--- src/hdl/ddr_mode_pkg.sv ---
package ddr_mode_pkg;

  // ----------------------------------------
  // link commands and controller operations
  // ----------------------------------------
  typedef enum logic [3:0] {
    CMD_NOP  = 4'h0,
    CMD_MRS  = 4'h1,
    CMD_REF  = 4'h2,
    CMD_SRE  = 4'h3,
    CMD_SRX  = 4'h4,
    CMD_ZQCL = 4'h5,
    CMD_ZQCS = 4'h6,
    CMD_ACT  = 4'h7,
    CMD_PRE  = 4'h8,
    CMD_PREA = 4'h9,
    CMD_WR   = 4'hA,
    CMD_RD   = 4'hB,
    CMD_PDE  = 4'hC
  } cmd_t;

  typedef enum logic [1:0] {
    OP_DLL_OFF = 2'h0,
    OP_DLL_ON  = 2'h1,
    OP_VREF    = 2'h2,
    OP_ABORT   = 2'h3
  } op_t;

  // ----------------------------------------
  // timing
  // ----------------------------------------
  localparam int CK_MHZ = 250;
  localparam int T_MOD_NS = 60;
  localparam int T_MRD_NS = 32;
  localparam int T_CKSRE_NS = 40;
  localparam int T_CKSRX_NS = 40;
  localparam int T_XS_FAST_NS = 120;
  localparam int T_XS_ABORT_NS = 160;
  localparam int T_XS_NS = 360;
  localparam int T_RFC_NS = 260;
  localparam int SR_REF_NS = 7800;
  localparam int T_MOD_CYC = (T_MOD_NS * CK_MHZ + 999) / 1000;
  localparam int T_MRD_CYC = (T_MRD_NS * CK_MHZ + 999) / 1000;
  localparam int T_CKSRE_CYC = (T_CKSRE_NS * CK_MHZ + 999) / 1000;
  localparam int T_CKSRX_CYC = (T_CKSRX_NS * CK_MHZ + 999) / 1000;
  localparam int T_XS_FAST_CYC = (T_XS_FAST_NS * CK_MHZ + 999) / 1000;
  localparam int T_XS_ABORT_CYC = (T_XS_ABORT_NS * CK_MHZ + 999) / 1000;
  localparam int T_XS_CYC = (T_XS_NS * CK_MHZ + 999) / 1000;
  localparam int T_RFC_CYC = (T_RFC_NS * CK_MHZ + 999) / 1000;
  localparam int SR_REF_CYC = (SR_REF_NS * CK_MHZ) / 1000;
  localparam int T_ZQOPER_CK = 512;
  localparam int DLLK_LOW_CK = 597;
  localparam int DLLK_MID_CK = 768;
  localparam int DLLK_HIGH_CK = 1024;
  localparam int WAIT_W = 12;

  // ----------------------------------------
  // mode register fields
  // ----------------------------------------
  localparam logic [2:0] MR0 = 3'h0;
  localparam logic [2:0] MR1 = 3'h1;
  localparam logic [2:0] MR2 = 3'h2;
  localparam logic [2:0] MR3 = 3'h3;
  localparam logic [2:0] MR4 = 3'h4;
  localparam logic [2:0] MR_VREF = 3'h6;
  localparam int MR0_DLL_RST = 8;
  localparam int MR1_DLL_EN = 0;
  localparam int MR4_SR_ABORT = 9;
  localparam int VREF_CODE_LSB = 0;
  localparam int VREF_RANGE_BIT = 6;
  localparam int VREF_TRAIN_BIT = 7;
  localparam int CCD_FIELD_LSB = 10;
  localparam int VREF_W = 6;
  localparam int CCD_W = 3;
  localparam logic [5:0] VREF_MAX_CODE = 6'h32;
  // levels in hundredths of a percent of the io supply
  localparam logic [13:0] VREF_R1_BASE = 14'h1770;
  localparam logic [13:0] VREF_R2_BASE = 14'h1194;
  localparam logic [13:0] VREF_STEP = 14'h0041;
  localparam logic [2:0] CCD_MAX_CODE = 3'h4;
  localparam logic [3:0] CCD_MIN_CK = 4'h4;

  function automatic logic [WAIT_W-1:0] dllk_f(input logic [2:0] ccd);
    if (ccd <= 3'h1) begin
      return WAIT_W'(DLLK_LOW_CK);
    end
    if (ccd == 3'h2) begin
      return WAIT_W'(DLLK_MID_CK);
    end
    return WAIT_W'(DLLK_HIGH_CK);
  endfunction

  // ----------------------------------------
  // controller registers
  // ----------------------------------------
  localparam logic [1:0] HTRANS_NONSEQ = 2'h2;
  localparam logic [7:0] REG_CTRL = 8'h00;
  localparam logic [7:0] REG_STATUS = 8'h04;
  localparam logic [7:0] REG_CFG = 8'h08;
  localparam int CTRL_GO = 0;
  localparam int CTRL_OP_LSB = 1;
  localparam int ST_DONE = 1;
  localparam int ST_REFUSED = 2;
  localparam int CFG_RANGE = 6;
  localparam int CFG_CCD_LSB = 7;
  localparam int CFG_ABORT = 10;
  localparam int CFG_ODT = 11;
  localparam int CFG_W = 12;
  localparam logic [CFG_W-1:0] CFG_RESET = 12'h000;

endpackage

--- src/hdl/mode_link_if.sv ---
interface mode_link_if;
  logic cke;
  logic odt;
  ddr_mode_pkg::cmd_t cmd;
  logic [2:0] mr_sel;
  logic [13:0] addr;

  modport ctrl (output cke, output odt, output cmd, output mr_sel,
                output addr);
  modport dram (input cke, input odt, input cmd, input mr_sel,
                input addr);
endinterface

--- src/hdl/mode_seq_ctrl.sv ---
// Behaviour
// - vref code selects fifty 0.65% steps
// - range bit picks 60-92% or 45-77%
// - training enabled on every vref write
// - ccd field programmed for the frequency
// - ccd codes 0-4 mean 4-8 clocks
// - reserved mode bits always written zero
// - device ignores the unused mode slot
// - enable bit low turns dll off
// - dll-off write idle, termination off
// - off order mod, enter, cksre, cksrx
// - cke high after exit until mod
// - odt low after exit until mod
// - only zq and latency writes early
// - abort drops refresh, shorter exit wait
// - extra refresh before next self refresh
// - full exit wait before other commands
// - wait mod after last mode write
// - cke high, odt low until dllk
// - exit wait, enable dll, mrd, reset
// - latency writes then zq after mod
// - wait dllk and zqoper before use
//
// The implementer's own choices: the AHB-Lite register port and the placing of the registers.
module mode_seq_ctrl
  import ddr_mode_pkg::*;
(
  input wire logic mclk,
  input wire logic reset,
  input wire logic hsel,
  input wire logic [31:0] haddr,
  input wire logic [1:0] htrans,
  input wire logic hwrite,
  input wire logic [2:0] hsize,
  input wire logic [31:0] hwdata,
  input wire logic hready,
  output logic hreadyout,
  output logic hresp,
  output logic [31:0] hrdata,
  mode_link_if.ctrl link
);

  typedef enum logic [2:0] {
    ST_IDLE  = 3'b001,
    ST_ISSUE = 3'b010,
    ST_WAIT  = 3'b100
  } state_t;

  typedef struct packed {
    cmd_t cmd;
    logic [2:0] mr;
    logic [13:0] addr;
    logic [WAIT_W-1:0] wait_c;
    logic cke;
    logic last;
  } step_t;

  localparam int ZQ_XS_CYC =
    T_ZQOPER_CK > T_XS_CYC ? T_ZQOPER_CK : T_XS_CYC;

  state_t state_q;
  op_t op_q;
  logic [2:0] idx_q;
  logic [WAIT_W-1:0] wait_q;
  logic [CFG_W-1:0] cfg_q;
  logic done_q;
  logic refused_q;
  logic ap_q;
  logic apw_q;
  logic [7:0] apa_q;
  logic wr_ctrl;
  logic wr_status;
  logic wr_cfg;
  logic go;
  logic seq_end;
  step_t st;

  // ----------------------------------------
  // sequence table
  // ----------------------------------------
  function automatic step_t step_f(input op_t op, input logic [2:0] idx,
                                   input logic [CFG_W-1:0] cfg);
    step_t s;
    logic [13:0] vref_word;
    logic [WAIT_W-1:0] dllk;
    s = '{cmd: CMD_NOP, mr: 3'h0, addr: 14'h0000,
          wait_c: WAIT_W'(T_MOD_CYC), cke: 1'b1, last: 1'b0};
    vref_word = 14'h0000;
    vref_word[VREF_CODE_LSB +: VREF_W] = cfg[VREF_W-1:0];
    vref_word[VREF_RANGE_BIT] = cfg[CFG_RANGE];
    vref_word[VREF_TRAIN_BIT] = 1'b1;
    vref_word[CCD_FIELD_LSB +: CCD_W] = cfg[CFG_CCD_LSB +: CCD_W];
    dllk = dllk_f(cfg[CFG_CCD_LSB +: CCD_W]);
    case (op)
      OP_DLL_OFF: begin
        case (idx)
          3'h0: begin
            s.cmd = CMD_MRS;
            s.mr = MR1;
          end
          3'h1: begin
            s.cmd = CMD_SRE;
            s.cke = 1'b0;
            s.wait_c = WAIT_W'(T_CKSRE_CYC);
          end
          // clock may change here
          3'h2: begin
            s.cke = 1'b0;
            s.wait_c = WAIT_W'(T_CKSRX_CYC);
          end
          3'h3: begin
            s.cmd = CMD_SRX;
            s.wait_c = WAIT_W'(T_XS_FAST_CYC);
          end
          3'h4: begin
            s.cmd = CMD_ZQCL;
            s.wait_c = WAIT_W'(ZQ_XS_CYC);
          end
          3'h5: begin
            s.cmd = CMD_MRS;
            s.mr = MR_VREF;
            s.addr = vref_word;
          end
          default: begin
            s.cmd = CMD_REF;
            s.wait_c = WAIT_W'(T_RFC_CYC);
            s.last = 1'b1;
          end
        endcase
      end
      OP_DLL_ON: begin
        case (idx)
          3'h0: begin
            s.cmd = CMD_SRE;
            s.cke = 1'b0;
            s.wait_c = WAIT_W'(T_CKSRE_CYC);
          end
          3'h1: begin
            s.cke = 1'b0;
            s.wait_c = WAIT_W'(T_CKSRX_CYC);
          end
          3'h2: begin
            s.cmd = CMD_SRX;
            s.wait_c = WAIT_W'(cfg[CFG_ABORT] ? T_XS_ABORT_CYC : T_XS_CYC);
          end
          3'h3: begin
            s.cmd = CMD_MRS;
            s.mr = MR1;
            s.addr[MR1_DLL_EN] = 1'b1;
            s.wait_c = WAIT_W'(T_MRD_CYC);
          end
          3'h4: begin
            s.cmd = CMD_MRS;
            s.mr = MR0;
            s.addr[MR0_DLL_RST] = 1'b1;
            s.wait_c = WAIT_W'(T_MRD_CYC);
          end
          3'h5: begin
            s.cmd = CMD_MRS;
            s.mr = MR_VREF;
            s.addr = vref_word;
          end
          3'h6: begin
            s.cmd = CMD_ZQCL;
            s.wait_c = dllk > WAIT_W'(T_ZQOPER_CK) ?
                       dllk : WAIT_W'(T_ZQOPER_CK);
          end
          default: begin
            s.cmd = CMD_REF;
            s.wait_c = WAIT_W'(T_RFC_CYC);
            s.last = 1'b1;
          end
        endcase
      end
      OP_VREF: begin
        s.cmd = CMD_MRS;
        s.mr = MR_VREF;
        s.addr = vref_word;
        s.last = 1'b1;
      end
      default: begin
        s.cmd = CMD_MRS;
        s.mr = MR4;
        s.addr[MR4_SR_ABORT] = cfg[CFG_ABORT];
        s.last = 1'b1;
      end
    endcase
    return s;
  endfunction

  assign st = step_f(op_q, idx_q, cfg_q);
  assign go = wr_ctrl && hwdata[CTRL_GO];
  assign seq_end = state_q == ST_WAIT && wait_q == '0 && st.last;

  // ----------------------------------------
  // sequencer
  // ----------------------------------------
  // every step waits its time
  always_ff @(posedge mclk) begin
    if (reset) begin
      state_q <= ST_IDLE;
      op_q <= OP_VREF;
      idx_q <= 3'h0;
      wait_q <= '0;
    end else begin
      case (state_q)
        ST_IDLE: begin
          if (go) begin
            op_q <= op_t'(hwdata[CTRL_OP_LSB +: 2]);
            idx_q <= 3'h0;
            state_q <= ST_ISSUE;
          end
        end
        ST_ISSUE: begin
          wait_q <= st.wait_c;
          state_q <= ST_WAIT;
        end
        default: begin
          if (wait_q != '0) begin
            wait_q <= wait_q - 1'b1;
          end else if (st.last) begin
            state_q <= ST_IDLE;
          end else begin
            idx_q <= idx_q + 1'b1;
            state_q <= ST_ISSUE;
          end
        end
      endcase
    end
  end

  // ----------------------------------------
  // link pins
  // ----------------------------------------
  always_ff @(posedge mclk) begin
    if (reset) begin
      link.cmd <= CMD_NOP;
      link.mr_sel <= 3'h0;
      link.addr <= 14'h0000;
    end else if (state_q == ST_ISSUE) begin
      link.cmd <= st.cmd;
      link.mr_sel <= st.mr;
      link.addr <= st.addr;
    end else begin
      link.cmd <= CMD_NOP;
    end
  end

  always_ff @(posedge mclk) begin
    if (reset) begin
      link.cke <= 1'b1;
    end else if (state_q == ST_ISSUE) begin
      link.cke <= st.cke;
    end else if (state_q == ST_IDLE) begin
      link.cke <= 1'b1;
    end
  end

  // odt low while any sequence runs
  always_ff @(posedge mclk) begin
    if (reset) begin
      link.odt <= 1'b0;
    end else begin
      link.odt <= state_q == ST_IDLE && !go && cfg_q[CFG_ODT];
    end
  end

  // ----------------------------------------
  // ahb-lite slave, one wait state
  // ----------------------------------------
  always_ff @(posedge mclk) begin
    if (reset) begin
      ap_q <= 1'b0;
      apw_q <= 1'b0;
      apa_q <= 8'h00;
      hreadyout <= 1'b1;
      hresp <= 1'b0;
    end else if (!ap_q && hsel && htrans == HTRANS_NONSEQ && hready) begin
      ap_q <= 1'b1;
      apw_q <= hwrite;
      apa_q <= haddr[7:0];
      hreadyout <= 1'b0;
    end else begin
      ap_q <= 1'b0;
      hreadyout <= 1'b1;
    end
  end

  always_comb begin
    wr_ctrl = 1'b0;
    wr_status = 1'b0;
    wr_cfg = 1'b0;
    if (ap_q && apw_q && apa_q == REG_CTRL) begin
      wr_ctrl = 1'b1;
    end else if (ap_q && apw_q && apa_q == REG_STATUS) begin
      wr_status = 1'b1;
    end else if (ap_q && apw_q && apa_q == REG_CFG) begin
      wr_cfg = 1'b1;
    end
  end

  always_ff @(posedge mclk) begin
    if (reset) begin
      hrdata <= 32'h0000_0000;
    end else if (ap_q && !apw_q && apa_q == REG_STATUS) begin
      hrdata <= {26'h0, idx_q, refused_q, done_q, state_q != ST_IDLE};
    end else if (ap_q && !apw_q && apa_q == REG_CFG) begin
      hrdata <= {20'h0, cfg_q};
    end else begin
      hrdata <= 32'h0000_0000;
    end
  end

  // config frozen while a sequence runs
  always_ff @(posedge mclk) begin
    if (reset) begin
      cfg_q <= CFG_RESET;
    end else if (wr_cfg && state_q == ST_IDLE) begin
      cfg_q <= hwdata[CFG_W-1:0];
    end
  end

  // set wins over the write-one clear
  always_ff @(posedge mclk) begin
    if (reset) begin
      done_q <= 1'b0;
      refused_q <= 1'b0;
    end else begin
      done_q <= seq_end | (done_q & ~(wr_status & hwdata[ST_DONE]));
      refused_q <= (go && state_q != ST_IDLE) |
                   (refused_q & ~(wr_status & hwdata[ST_REFUSED]));
    end
  end

endmodule

--- src/flat_wrapper.sv ---
// flat-port wrapper written by rule: the top's interface ports become plain ports
module mode_seq_ctrl_flat import ddr_mode_pkg::*;
  (mclk, reset, hsel, haddr, htrans, hwrite, hsize, hwdata, hready, hreadyout, hresp, hrdata, link_cke, link_odt, link_cmd, link_mr_sel, link_addr);
  mode_link_if link_i ();
  input wire logic mclk;
  input wire logic reset;
  input wire logic hsel;
  input wire logic [31:0] haddr;
  input wire logic [1:0] htrans;
  input wire logic hwrite;
  input wire logic [2:0] hsize;
  input wire logic [31:0] hwdata;
  input wire logic hready;
  output logic hreadyout;
  output logic hresp;
  output logic [31:0] hrdata;
  output wire logic [$bits(link_i.cke)-1:0] link_cke;
  output wire logic [$bits(link_i.odt)-1:0] link_odt;
  output wire logic [$bits(link_i.cmd)-1:0] link_cmd;
  output wire logic [$bits(link_i.mr_sel)-1:0] link_mr_sel;
  output wire logic [$bits(link_i.addr)-1:0] link_addr;
  assign link_cke = link_i.cke;
  assign link_odt = link_i.odt;
  assign link_cmd = link_i.cmd;
  assign link_mr_sel = link_i.mr_sel;
  assign link_addr = link_i.addr;
  mode_seq_ctrl u_core (.mclk(mclk), .reset(reset), .hsel(hsel), .haddr(haddr), .htrans(htrans), .hwrite(hwrite), .hsize(hsize), .hwdata(hwdata), .hready(hready), .hreadyout(hreadyout), .hresp(hresp), .hrdata(hrdata), .link(link_i));
endmodule
--- config.mk ---
export PLATFORM = sky130hd
export DESIGN_NAME = mode_seq_ctrl_flat
export DESIGN_NICKNAME = d
export VERILOG_FILES = /design/src/hdl/ddr_mode_pkg.sv /design/src/hdl/mode_link_if.sv /design/src/hdl/mode_seq_ctrl.sv /design/src/flat_wrapper.sv
export SDC_FILE = /design/constraint.sdc
export NUM_CORES = 1
export LEC_CHECK = 0
export ABC_AREA = 1
export BUFFER_PORTS_ARGS = -buffer_cell sky130_fd_sc_hd__buf_2
export CORE_MARGIN = 2
export CORE_UTILIZATION = 35
export CTS_CLUSTER_SIZE = 10
export DETAILED_ROUTE_END_ITERATION = 12
export PLACE_DENSITY = 0.69
export SETUP_SLACK_MARGIN = 0.3
export SLEW_MARGIN = 20
export SYNTH_ARGS = -nofsm -noshare
export SYNTH_HDL_FRONTEND = slang
export SYNTH_SLANG_ARGS = --single-unit
--- constraint.sdc ---
create_clock -name mclk -period 1.9 [get_ports mclk]
set_input_delay 0.095 -clock mclk [delete_from_list [all_inputs] [get_ports mclk]]
set_output_delay 0.095 -clock mclk [all_outputs]
set_load 0.05 [all_outputs]
==> summary.md <==
| Metric | Value |
|---|---|
| Status | complete, no violations |
| Maximum vdd drop | 0.661 mV |
| Post-DRT Antenna Nets | 0 |
| GP Congestion | 0.923 |
| Internal Power | 0.00379 W |
| Setup Slack @ Placement | 79.5 ps |
| Most used routing layer | met2 |
| Cell area power density | 1340 nW/um^2 |
| Routing usage on met3 | 0.0458 |
| Crit Path Class | reg2reg |
| Register area share after synthesis | 0.409 |
| Share of Yosys cell area claimed by the top area cell type | 0.409 |
| Leakage | 2.10 nW |
| Crit. End Element | flip-flop |
| Cell taking the most area after synthesis | dfxtp_1 |
| Routed wire length | 10,400 um |
| Arr. time, crit path | 1880 ps |
| Initial antenna violation count | 0 |
| Reg area | 1580 sq um |
| Residual DRC | 0 |
| Antenna Cells | 0 |
| R2r setup slk | 310 ps |
| Drt wl/cell | 13.5 um |
| Die area | 11,700 sq um |
| Final Cycle Share | 0.839 |
| MaxCap Viol Count | 0 |
| First-pass GRT wire length | 16,400 um |
| Clock Latency Late Sink | 360 ps |
| Post-synth EDFFs | 0 |
| Vias | 3,801 |
| Min-delay worst type | in2reg |
| Die Ht | 108 um |
| Synth top cells by count | 114 x nand2_1, 78 x dfxtp_1, 53 x a21oi_1 |
| Synth area leaders | dfxtp_1 41%, nand2_1 11%, a21oi_1 7.0% |
| Synth Register Bits | 78 |
| Rows | 38 |
| I/O Pins | 131 |
| Sum Neg Setup Slack | 0 ps |
| CTS tree | done |
| Yosys cell types | 38 |
| Setup Viol. Count Final | 0 |
| Fillers | 1,095 |
| Via-to-Cell Ratio | 4.92 |
| GR Util met1 | 0.220 |
| Vias in the first global route | 3,530 |
| Syn. warnings | 0 |
| Share of flip-flops with an asynchronous set or reset | 0 |
| Post-detail-place hpwl | 7200 um |
| Clock root cell | clkbuf_8 |
| Initial DRC count | 313 |
| Main flop type after synthesis | dfxtp_1 |
| Mean Syn Cell Area | 7.14 sq um |
| Area of the multi-input gates | 2000 sq um |
| Port Buffers | 60 |
| Top-count cell post-synth | nand2_1 |
| Clock share of power | 0.214 |
| Largest buffer count on any clock path | 2 |
| RSZ-0062 raised after global routing | true |
| Cell area after synthesis | 3810 sq um |
| GRT Overall Usage | 0.176 |
| GRT met2 Usage | 0.296 |
| Die W | 108 um |
| Clock net sink count | 78 |
| Worst Skew | 10.9 ps |
| Worst setup margin | 305 ps |
| Max-slew violations | 0 |
| Clock transition at path regs | 90 ps |
| Reg power frac | 0.308 |
| Logic pwr share | 0.477 |
| Area Growth Syn to Fin | 27.8% |
| Layout Nets | 711 |
| H-tree Lvls | 3 |
| Pre-Repair DR Iteration Count | 5 |
| Crit Path Max Fanout | 8 |
| Switching power total | 0.00274 W |
| Sw Share | 0.419 |
| Worst-Margin Slew | 539 ps |
| Slew HR | 0.640 |
| Largest net degree at the start of global routing | 25 |
| F_max | 627 MHz |
| Cells after Synth | 534 |
| CP Data Required Time | 2190 ps |
| Final Hold Fails | 0 |
| Min cycle time layout | 1590 ps |
| Crit path launch type | flip-flop |
| Share of layout cells above drive strength 1 | 0.283 |
| Core Region | 10,700 sq um |
| Total CTS buffers | 9 |
| GRT overflow | 0 |
| Starting Density | 0.355 |
[through the flow]
step                      utilization  area, sq um  instances  power, W  hold WS [ps]
after floorplan                     -         3900        556   0.00347           198
after global placement          0.392         4210        729   0.00436           287
after detailed placement        0.392         4210        729   0.00441           285
after CTS                       0.431         4630        758   0.00591          5.92
after global routing            0.454         4870        772   0.00697          25.3
final                           0.454         4870        772   0.00652          22.2
[worst paths after layout]
kind	end	from	cells after the start
setup / recovery	u_core.wait_q[7]	u_core.wait_q[0]	9
hold / removal	u_core.cfg_q[11]	hwdata[11]	3
setup reg to reg	u_core.wait_q[7]	u_core.wait_q[0]	9
hold reg to reg	u_core.link.addr[6]	u_core.link.addr[6]	2
[layer usage]
| layer | routed length (um) | vias to the layer above |
|---|---|---|
| met4 | 265 | 0 |
| met5 | 0 | - |
| met1 | 4470 | 1752 |
| li1 | - | 1896 |
| met3 | 642 | 25 |
| met2 | 5020 | 128 |
[logic make-up (layout without fill, tap and decap cells)]
family,count (synthesis),after routing,synth area share
and+or+nand+nor,239,239,0.276
adders and majority gates,9,9,0.0295
buffers and inverters,97,173,0.126
xor gates and xnor gates,3,3,0.00689
AOI/OAI and AO/OA,107,107,0.151
other,1,23,0.000983
DFF,78,78,0.409
[flip-flops by register name (all words and copies together) (netlist names), 3 cells and up]
signal / count
u_core.wait_q: 12
u_core.state_q: 3
u_core.link.mr_sel: 3
u_core.link.cmd: 3
u_core.idx_q: 3
u_core.cfg_q: 12
u_core.apa_q: 8
u_core.hrdata: 12
u_core.link.addr: 13
[final cells by class]
type                    instances  share of cell area
inverters                      54              0.0449
multi-input cells             381               0.410
flip-flops and latches         78               0.324
clock inverters                 5              0.0172
repair inverters                1             0.00128
repair buffers                103               0.138
clock buffers                  10              0.0282
well taps                     140              0.0359
[critical path: stages (launching register included)]
cell and delay (ps):
dfxtp_2 330, inv_2 80, ha_1 160, nand2_1 70, nor2_2 100, nand2_2 110, o21ai_4 280, buf_6 180
o21ai_1 80, a21oi_1 140
[power groups by stage]
| stage | clock network, W | registers, W | logic, W |
|---|---|---|---|
| finish | 0.00140 | 0.00201 | 0.00311 |
| CTS | 0.00141 | 0.00196 | 0.00254 |
| floorplan | 0 | 0.00193 | 0.00153 |
| global route | 0.00148 | 0.00203 | 0.00346 |
| global placement | 0 | 0.00199 | 0.00237 |
| detailed placement | 0 | 0.00199 | 0.00242 |
[timing repair]
item	in CTS	in global routing
cloned	0	1
buffers inserted	5	13
pin swaps	2	18
endpoints found under the setup margin	32	32
endpoints found under the hold margin	9	0
hold buffers	9	0
resized for setup	17	54
[layout by cell type (no fill, tap or decap), types with 9 or more instances in the layout]
cell type,netlist,layout
nand2_1,114,104
dfxtp_1,78,69
buf_2,4,60
a21oi_1,53,50
nor2_1,51,45
inv_1,52,43
o21ai_0,32,32
nand3_1,34,29
buf_4,26,29
conb_1,1,23
nand2_2,2,12
nand4_1,10,10
clkbuf_8,0,10
nor3_1,11,9
dlygate4sd3_1,0,9
(Power assumes the default switching activity.)
